==> src/rss_defs.vh <==
`ifndef RSS_DEFS_VH
`define RSS_DEFS_VH
// Timing
`define RSS_CLK_HZ 10000000
`define RSS_WDT_MS 100
`define RSS_CYC_MIN_MS 1
`define RSS_CYC_MIN_CNT_MS 16'h0001
`define RSS_MS_CYCLES ((`RSS_CLK_HZ) / 1000)
// Phases
`define RSS_PH_STOP 4'h0
`define RSS_PH_CLR_IN 4'h1
`define RSS_PH_START 4'h2
`define RSS_PH_CLR_OUT 4'h3
`define RSS_PH_READ 4'h4
`define RSS_PH_MAIN 4'h5
`define RSS_PH_WRITE 4'h6
`define RSS_PH_EVENT 4'h7
// Stop causes
`define RSS_CAUSE_NONE 2'h0
`define RSS_CAUSE_WDT 2'h1
`define RSS_CAUSE_CYC 2'h2
`define RSS_CAUSE_CMD 2'h3
// Pulse channel positions and combined channel width
`define RSS_PULSE_LO 6
`define RSS_PULSE_HI 7
`define RSS_CIO_W 4
`endif

==> src/rss_ms_timer.v <==
`include "rss_defs.vh"
module rss_ms_timer #(
  parameter CNT_W = 16,
  parameter MS_DIV = 10000
) (
  // Clock and reset
  input wire clock,
  input wire nrst,
  // Control
  input wire clear,
  input wire run,
  input wire [CNT_W-1:0] limit,
  // Status
  output reg expired,
  output wire ms_tick
);
  reg [23:0] div;
  reg [CNT_W-1:0] count;
  assign ms_tick = run && (div == MS_DIV - 1);
  always @(posedge clock) begin
    if (!nrst || clear || !run) begin
      div <= 24'h000000;
      count <= {CNT_W{1'b0}};
      expired <= 1'b0;
    end else begin
      if (ms_tick) begin
        div <= 24'h000000;
        if (count != limit)
          count <= count + {{(CNT_W-1){1'b0}}, 1'b1};
      end else begin
        div <= div + 24'h000001;
      end
      if (ms_tick && count + {{(CNT_W-1){1'b0}}, 1'b1} >= limit)
        expired <= 1'b1;
    end
  end
endmodule

==> src/rss_supervisor.v <==
`include "rss_defs.vh"
// Overview of operation
// - Fixed 100 ms watchdog stops controller
// - Cycle-time limit configurable, minimum 1 ms
// - Any supervision error ends in STOP
// - RUN to STOP asserts output command lock
// - RUN to STOP drives digital outputs low
// - RUN to STOP removes analog output supply
// - Remote inputs always read and presented
// - Restart clears inputs, then runs startup
// - Startup done releases lock, then cycles
// - Analog restart behaviour is preconfigurable
// - RUN cycle: read, main, write, repeat
// - Timer triggers operations at fixed interval; code counts u_wdt ms ticks, whose divider each wdt_retrigger resets
// - Timer or alarm preempts cyclic processing
// - Outputs 6 and 7 selectable as pulse
// - Relays: two groups of four, no indication
// - Relay unit has no diagnostics
// - Channel indicator lit while output active
// - Combined channel reads one while driven
module rss_supervisor #(
  parameter DO_W = 16,
  parameter DI_W = 16,
  parameter RI_W = 16,
  parameter CNT_W = 16,
  parameter MS_DIV = `RSS_MS_CYCLES,
  parameter [CNT_W-1:0] WDT_MS = `RSS_WDT_MS
) (
  // Clock and reset
  input wire clock,
  input wire nrst,
  // Operator control
  input wire run_request,
  input wire [CNT_W-1:0] cycle_limit_ms,
  input wire [CNT_W-1:0] timer_interval_ms,
  input wire analog_restart_on,
  input wire pulse_mode_lo,
  input wire pulse_mode_hi,
  // Firmware handshakes
  input wire wdt_retrigger,
  input wire startup_done,
  input wire main_done,
  input wire event_done,
  input wire alarm_pin,
  input wire pulse_lo,
  input wire pulse_hi,
  // Process image from firmware
  input wire [DO_W-1:0] output_process_image,
  // Field inputs
  input wire [DI_W-1:0] local_in_pin,
  input wire [RI_W-1:0] remote_in_pin,
  // State outputs
  output wire running,
  output reg [3:0] phase,
  output reg [1:0] stop_cause,
  output reg output_command_lock,
  output wire startup_routine,
  output wire main_cycle_routine,
  output wire event_routine,
  output reg timer_event,
  // Images and outputs
  output reg [DI_W-1:0] input_process_image,
  output reg [RI_W-1:0] remote_inputs,
  output reg [DO_W-1:0] local_out,
  output reg [DO_W-1:0] remote_out,
  output reg [DO_W-1:0] out_led,
  output reg analog_supply_on,
  output reg [7:0] relay_group_a,
  output reg [7:0] relay_group_b
);
  reg [DI_W-1:0] loc_s1, loc_s2;
  reg [RI_W-1:0] rem_s1, rem_s2;
  reg alarm_s1, alarm_s2, alarm_d;
  reg [3:0] resume_phase;
  reg [3:0] next_phase;
  reg [DO_W-1:0] out_image;
  reg [DO_W-1:0] drive;
  reg [CNT_W-1:0] tmr_cnt;
  reg [DI_W-1:0] readback;
  wire wdt_exp, cyc_exp, tick;
  wire in_run;
  wire [CNT_W-1:0] cyc_lim;
  wire alarm_rise;
  wire event_req;
  wire fault;
  integer i;
  assign in_run = (phase != `RSS_PH_STOP);
  assign running = in_run;
  assign startup_routine = (phase == `RSS_PH_START);
  assign main_cycle_routine = (phase == `RSS_PH_MAIN);
  assign event_routine = (phase == `RSS_PH_EVENT);
  assign alarm_rise = alarm_s2 && !alarm_d;
  assign cyc_lim = (cycle_limit_ms < `RSS_CYC_MIN_CNT_MS) ?
                   `RSS_CYC_MIN_CNT_MS : cycle_limit_ms;
  rss_ms_timer #(.CNT_W(CNT_W), .MS_DIV(MS_DIV)) u_wdt (
    .clock(clock),
    .nrst(nrst),
    .clear(wdt_retrigger),
    .run(in_run),
    .limit(WDT_MS),
    .expired(wdt_exp),
    .ms_tick(tick)
  );
  // Cycle monitor restarts each read phase
  rss_ms_timer #(.CNT_W(CNT_W), .MS_DIV(MS_DIV)) u_cyc (
    .clock(clock),
    .nrst(nrst),
    .clear(phase == `RSS_PH_READ || phase == `RSS_PH_CLR_OUT),
    .run(in_run && phase != `RSS_PH_START && phase != `RSS_PH_CLR_IN),
    .limit(cyc_lim),
    .expired(cyc_exp),
    .ms_tick()
  );
  assign fault = wdt_exp || cyc_exp;
  // Pin synchronisers
  always @(posedge clock) begin
    if (!nrst) begin
      loc_s1 <= {DI_W{1'b0}};
      loc_s2 <= {DI_W{1'b0}};
      rem_s1 <= {RI_W{1'b0}};
      rem_s2 <= {RI_W{1'b0}};
      alarm_s1 <= 1'b0;
      alarm_s2 <= 1'b0;
      alarm_d <= 1'b0;
    end else begin
      loc_s1 <= local_in_pin;
      loc_s2 <= loc_s1;
      rem_s1 <= remote_in_pin;
      rem_s2 <= rem_s1;
      alarm_s1 <= alarm_pin;
      alarm_s2 <= alarm_s1;
      alarm_d <= alarm_s2;
    end
  end
  // Remote inputs refreshed in every state
  always @(posedge clock) begin
    if (!nrst)
      remote_inputs <= {RI_W{1'b0}};
    else
      remote_inputs <= rem_s2;
  end
  always @(posedge clock) begin
    if (!nrst || !in_run || timer_interval_ms == {CNT_W{1'b0}}) begin
      tmr_cnt <= {CNT_W{1'b0}};
      timer_event <= 1'b0;
    end else begin
      if (tick && tmr_cnt + {{(CNT_W-1){1'b0}}, 1'b1} >= timer_interval_ms)
        tmr_cnt <= {CNT_W{1'b0}};
      else if (tick)
        tmr_cnt <= tmr_cnt + {{(CNT_W-1){1'b0}}, 1'b1};
      if (tick && tmr_cnt + {{(CNT_W-1){1'b0}}, 1'b1} >= timer_interval_ms)
        timer_event <= 1'b1;
      else if (phase == `RSS_PH_EVENT && event_done)
        timer_event <= 1'b0;
    end
  end
  assign event_req = timer_event || alarm_rise;
  // Phase sequencing
  always @* begin
    next_phase = phase;
    case (phase)
      `RSS_PH_STOP: begin
        if (run_request)
          next_phase = `RSS_PH_CLR_IN;
      end
      `RSS_PH_CLR_IN: next_phase = `RSS_PH_START;
      // Startup done leads to output clear
      `RSS_PH_START: begin
        if (startup_done)
          next_phase = `RSS_PH_CLR_OUT;
      end
      `RSS_PH_CLR_OUT: next_phase = `RSS_PH_READ;
      `RSS_PH_READ: next_phase = `RSS_PH_MAIN;
      `RSS_PH_MAIN: begin
        if (main_done)
          next_phase = `RSS_PH_WRITE;
      end
      `RSS_PH_WRITE: next_phase = `RSS_PH_READ;
      `RSS_PH_EVENT: begin
        if (event_done)
          next_phase = resume_phase;
      end
      default: next_phase = `RSS_PH_STOP;
    endcase
    if (event_req && (phase == `RSS_PH_READ || phase == `RSS_PH_MAIN ||
        phase == `RSS_PH_WRITE))
      next_phase = `RSS_PH_EVENT;
    if (in_run && (!run_request || fault))
      next_phase = `RSS_PH_STOP;
  end
  always @(posedge clock) begin
    if (!nrst) begin
      phase <= `RSS_PH_STOP;
      resume_phase <= `RSS_PH_READ;
      stop_cause <= `RSS_CAUSE_NONE;
    end else begin
      phase <= next_phase;
      if (next_phase == `RSS_PH_EVENT && phase != `RSS_PH_EVENT)
        resume_phase <= phase;
      if (in_run && next_phase == `RSS_PH_STOP)
        stop_cause <= wdt_exp ? `RSS_CAUSE_WDT :
                      cyc_exp ? `RSS_CAUSE_CYC : `RSS_CAUSE_CMD;
      else if (phase == `RSS_PH_CLR_IN)
        stop_cause <= `RSS_CAUSE_NONE;
    end
  end
  // Images, lock and analog supply
  always @(posedge clock) begin
    if (!nrst) begin
      input_process_image <= {DI_W{1'b0}};
      out_image <= {DO_W{1'b0}};
      output_command_lock <= 1'b1;
      analog_supply_on <= 1'b0;
    end else begin
      // Lock set on entry to STOP
      if (next_phase == `RSS_PH_STOP)
        output_command_lock <= 1'b1;
      else if (phase == `RSS_PH_START && startup_done)
        output_command_lock <= 1'b0;
      if (phase == `RSS_PH_CLR_IN)
        input_process_image <= {DI_W{1'b0}};
      else if (phase == `RSS_PH_READ)
        input_process_image <= loc_s2 | readback;
      if (next_phase == `RSS_PH_STOP || phase == `RSS_PH_CLR_OUT)
        out_image <= {DO_W{1'b0}};
      else if (phase == `RSS_PH_WRITE)
        out_image <= output_process_image;
      if (next_phase == `RSS_PH_STOP)
        analog_supply_on <= 1'b0;
      else if (phase == `RSS_PH_CLR_IN)
        analog_supply_on <= analog_restart_on;
      else if (phase == `RSS_PH_START && startup_done)
        analog_supply_on <= 1'b1;
    end
  end
  always @* begin
    drive = out_image;
    if (pulse_mode_lo)
      drive[`RSS_PULSE_LO] = pulse_lo;
    if (pulse_mode_hi)
      drive[`RSS_PULSE_HI] = pulse_hi;
    if (output_command_lock)
      drive = {DO_W{1'b0}};
  end
  always @(posedge clock) begin
    if (!nrst) begin
      local_out <= {DO_W{1'b0}};
      remote_out <= {DO_W{1'b0}};
      out_led <= {DO_W{1'b0}};
      relay_group_a <= 8'h00;
      relay_group_b <= 8'h00;
    end else begin
      local_out <= (next_phase == `RSS_PH_STOP) ? {DO_W{1'b0}} : drive;
      remote_out <= (next_phase == `RSS_PH_STOP) ? {DO_W{1'b0}} : drive;
      out_led <= (next_phase == `RSS_PH_STOP) ? {DO_W{1'b0}} : drive;
      relay_group_a <= (next_phase == `RSS_PH_STOP) ? 8'h00 :
                       {4'h0, drive[3:0]};
      relay_group_b <= (next_phase == `RSS_PH_STOP) ? 8'h00 :
                       {4'h0, drive[7:4]};
    end
  end
  always @* begin
    readback = {DI_W{1'b0}};
    for (i = 0; i < `RSS_CIO_W; i = i + 1) begin
      readback[i] = local_out[i];
    end
  end
endmodule

==> config.mk <==
export PLATFORM = sky130hd
export DESIGN_NAME = rss_supervisor
export DESIGN_NICKNAME = d
export VERILOG_FILES = /design/src/rss_ms_timer.v /design/src/rss_supervisor.v
export VERILOG_INCLUDE_DIRS = /design/src
export SDC_FILE = /design/constraint.sdc
export NUM_CORES = 1
export LEC_CHECK = 0
export BUFFER_PORTS_ARGS = -buffer_cell sky130_fd_sc_hd__buf_2
export CORE_MARGIN = 5
export CORE_UTILIZATION = 25
export DETAILED_ROUTE_END_ITERATION = 16
export HOLD_SLACK_MARGIN = 0.05
export PLACE_DENSITY = 0.49
export SYNTH_ARGS = -nofsm -noshare
export SYNTH_HDL_FRONTEND = slang
export SYNTH_SLANG_ARGS = --single-unit
==> constraint.sdc <==
create_clock -name clock -period 6.2 [get_ports clock]
set_input_delay 0.93 -clock clock [delete_from_list [all_inputs] [get_ports clock]]
set_output_delay 0.93 -clock clock [all_outputs]
set_load 0.02 [all_outputs]
==> summary.md <==
| Metric | Value |
|---|---|
| Hold_buf cts | `0` |
| Final core occ | `0.3041` |
| CP Cell Sequence | `ha_1 > nand3_1 > nor2_1 > nand3_1 > o21a_1 > or2_2 > ha_1 > nand2_1 > nor2_1 > a211oi_2 > buf_4 > nor2b_1 > a32oi_1 > nor2_1` |
| Share of the yosys chip area belonging to registers | `0.4403` |
| DP Area | `roughly 12000 um2` |
| Synth unique cells | `60` |
| Layout cell share with drive strength beyond 1 | `0.1898` |
| Most frequent CP cell | `nor2_1` |
| CP max FO | `22` |
| Most frequent cells in the layout | `dfxtp_1 (242), buf_2 (193), nor2_1 (128), nand2_1 (115), and2_1 (101)` |
| Yosys synthesis warning count | `0` |
| Detailed Route WL | `approximately 28 mm` |
| CTS Buffer Depth | `3` |
| Final setup viols | `0` |
| Synth Area in XOR/XNOR | `0.07800` |
| Die Wd | `around 220 um` |
| Maxcap violations | `0` |
| GRT overflow | `0` |
| Post-DR vias/cell | `between 4 and 5` |
| Crit-path slowest cell | `dfxtp_1` |
| Max Clk Rate | `between 300 and 400 MHz` |
| Worst Hold Class | `reg2reg` |
| HPWL after DPL | `between 20 and 25 mm` |
| Fin Setup TNS | `0 ns` |
| Final #Nets | `approximately 1500` |
| Post-Layout Cell Count | `between 1500 and 2000` |
| Syn Inst Count | `~1300` |
| Post-Syn Area per Cell | `8.734 um2` |
| RSZ-0062 raised after global routing | `no` |
| Routed wire per std cell | `about 14 um` |
| Clock root cell | `clkbuf_16` |
| Starting Density | `0.2543` |
| Synthesized area | `roughly 11000 um2` |
| CP max stage delay | `between 0.4 and 0.5 ns` |
| Crit-path leading delay family | `simple AND/OR/NAND/NOR gates` |
| Post-synthesis simple-gate area fraction | `0.2709` |
| Bufs and invs on worst path | `1` |
| Post-DRT Antenna Nets | `0` |
| Antenna diode count | `0` |
| First-pass GRT wire length | `43.68 mm` |
| Initial drt markers | `between 400 and 500` |
| Slew at the pin closest to its max-slew limit | `0.9678 ns` |
| DP Cell Count | `just under 2000` |
| Commonest non-fill, non-tap cell in the layout | `dfxtp_1` |
| Req. time, crit path | `6.65 ns` |
| Postcts setup bufs | `0` |
| Asr flop ratio synth | `0` |
| Mux contribution to synthesized area | `0.02285` |
| Compound-Gate Fraction of Synth Area | `0.07504` |
| CTS tree | `yes` |
| GRT Total Usage | `0.1095` |
| Worst Path Arrival | `between 3 and 4 ns` |
| Status | `finished clean` |
| P per Cell Area | `268.8 nW/um2` |
| DRC violations left | `0` |
| H-tree depth | `1` |
| Die span in y | `roughly 220 um` |
| Top flop regs | `u_cyc.div (24), u_wdt.div (24)` |
| Setup crit end kind | `flip-flop` |
| Count of buffers from port buffering | `~190` |
| Yosys reg bits | `about 240` |
| Largest family of logic cells by synthesized area | `simple AND/OR/NAND/NOR gates` |
| Startpoint types | `flip-flop` |
| Design Area, Final | `roughly 13000 um2` |
| Peak supply drop | `between 0.15 and 0.2 mV` |
| Pin count of the biggest net entering global routing | `between 90 and 100` |
| Post-synth EDFFs | `0` |
| Final min period | `around 3.3 ns` |
| PostCTS Resize Cnt | `0` |
| Synth Area in Adders | `0.04321` |
| Vias in the first global route | `8264` |
| CTS Buf Count | `27` |
| Drt pass-1 iters | `5` |
| Antenna violations before repair | `2` |
| Worst-skew pair later-pin latency | `roughly 0.53 ns` |
| Slew Viols, Final | `0` |
| Final Hold Viols | `0` |
| Placer congestion estimate | `roughly 0.84` |
| Area delta synth->final | `19.58%` |
| Slew margin rel. | `0.3548` |
| Tcrit/Tclk final | `0.5352` |
| Die area | `48310 um2` |
| P_leak | `5.337 nW` |
| Critical path class | `reg2reg` |
| Via count | `8772` |
| CTS sink cnt | `242` |
| Core ar. | `roughly 43000 um2` |
| Clk slew on worst S/H paths | `about 0.06 ns` |
| Ys flop type | `dfxtp_1` |
| Clk_skew | `about 0.0085 ns` |
| # rows | `76` |
| Io pins | `between 200 and 250` |
[cells by family (layout without fill, tap and decap cells)]
group                      after synthesis  count (layout)
muxes                                   25              25
buffers and inverters                  150             290
DFF                                    242             242
and+or+nand+nor                        577             577
adders and majority gates               38              38
AOI/OAI and AO/OA                      129             129
xor gates and xnor gates                98              98
other                                    1               8
[Yosys cell counts (8+ instances only)]
cell type	n	area share
nand3_1	44	0.020
or2_2	10	0.0057
nand2_1	115	0.039
o21ai_0	19	0.0086
a21o_1	9	0.0061
nor2b_1	8	0.0045
nor2_1	128	0.044
mux2i_1	24	0.022
ha_1	38	0.043
inv_1	44	0.015
and2_1	101	0.057
a21oi_1	47	0.021
nand4_1	39	0.022
buf_4	48	0.033
xor2_1	50	0.040
or4_1	9	0.0061
or3_1	18	0.010
a31oi_1	10	0.0057
clkbuf_1	50	0.017
nor4_1	33	0.019
xnor2_1	48	0.038
nor3_1	30	0.014
dfxtp_1	242	0.44
and3_1	15	0.0085
[stage by stage]
step	setup slack (ns)	power, W	hold slack [ns]
floorplan	3.191	0.001740	0.4076
global placement	3.009	0.001819	0.4136
detailed placement	2.941	0.001818	0.4169
CTS	2.902	0.003609	0.4308
global route	2.550	0.003693	0.4391
finish	2.882	0.003537	0.4295
[report_power, final]
group	internal [W]	switching (W)
Combinational	0.0000676	0.000111
Sequential	0.00158	0.0000170
Clock	0.00110	0.000654
[cell type report]
| cell class | count | area (um2) |
|---|---|---|
| flip-flops and latches | 242 | 4845 |
| well taps | 585 | 732.0 |
| repair buffers | 196 | 988.4 |
| clock inverters | 13 | 207.7 |
| clock buffers | 37 | 793.3 |
| inverters | 44 | 165.2 |
| fillers | 4538 | 30110 |
| multi-input cells | 875 | 5428 |
[metal layers]
layer  wire length (um)  part of all wire  vias to the layer above  track usage
li1                   -                 -                     4497            -
met1              12770              0.46                     4011       0.1404
met2              12570              0.45                      214       0.1840
met5                 27           0.00097                        -            0
met4                576             0.021                        4      0.02892
met3               1967             0.070                       46      0.02761
[final timing paths]
kind | slack (ns) | start | to | cells past startpoint
worst max-delay path | 2.88 | tmr_cnt[0] | tmr_cnt[7] | 14
worst min-delay path | 0.43 | rem_s2[3] | remote_inputs[3] | 1
worst max register to register | 2.88 | tmr_cnt[0] | tmr_cnt[7] | 14
worst min register to register | 0.43 | rem_s2[3] | remote_inputs[3] | 1
(Power assumes the default switching activity.)
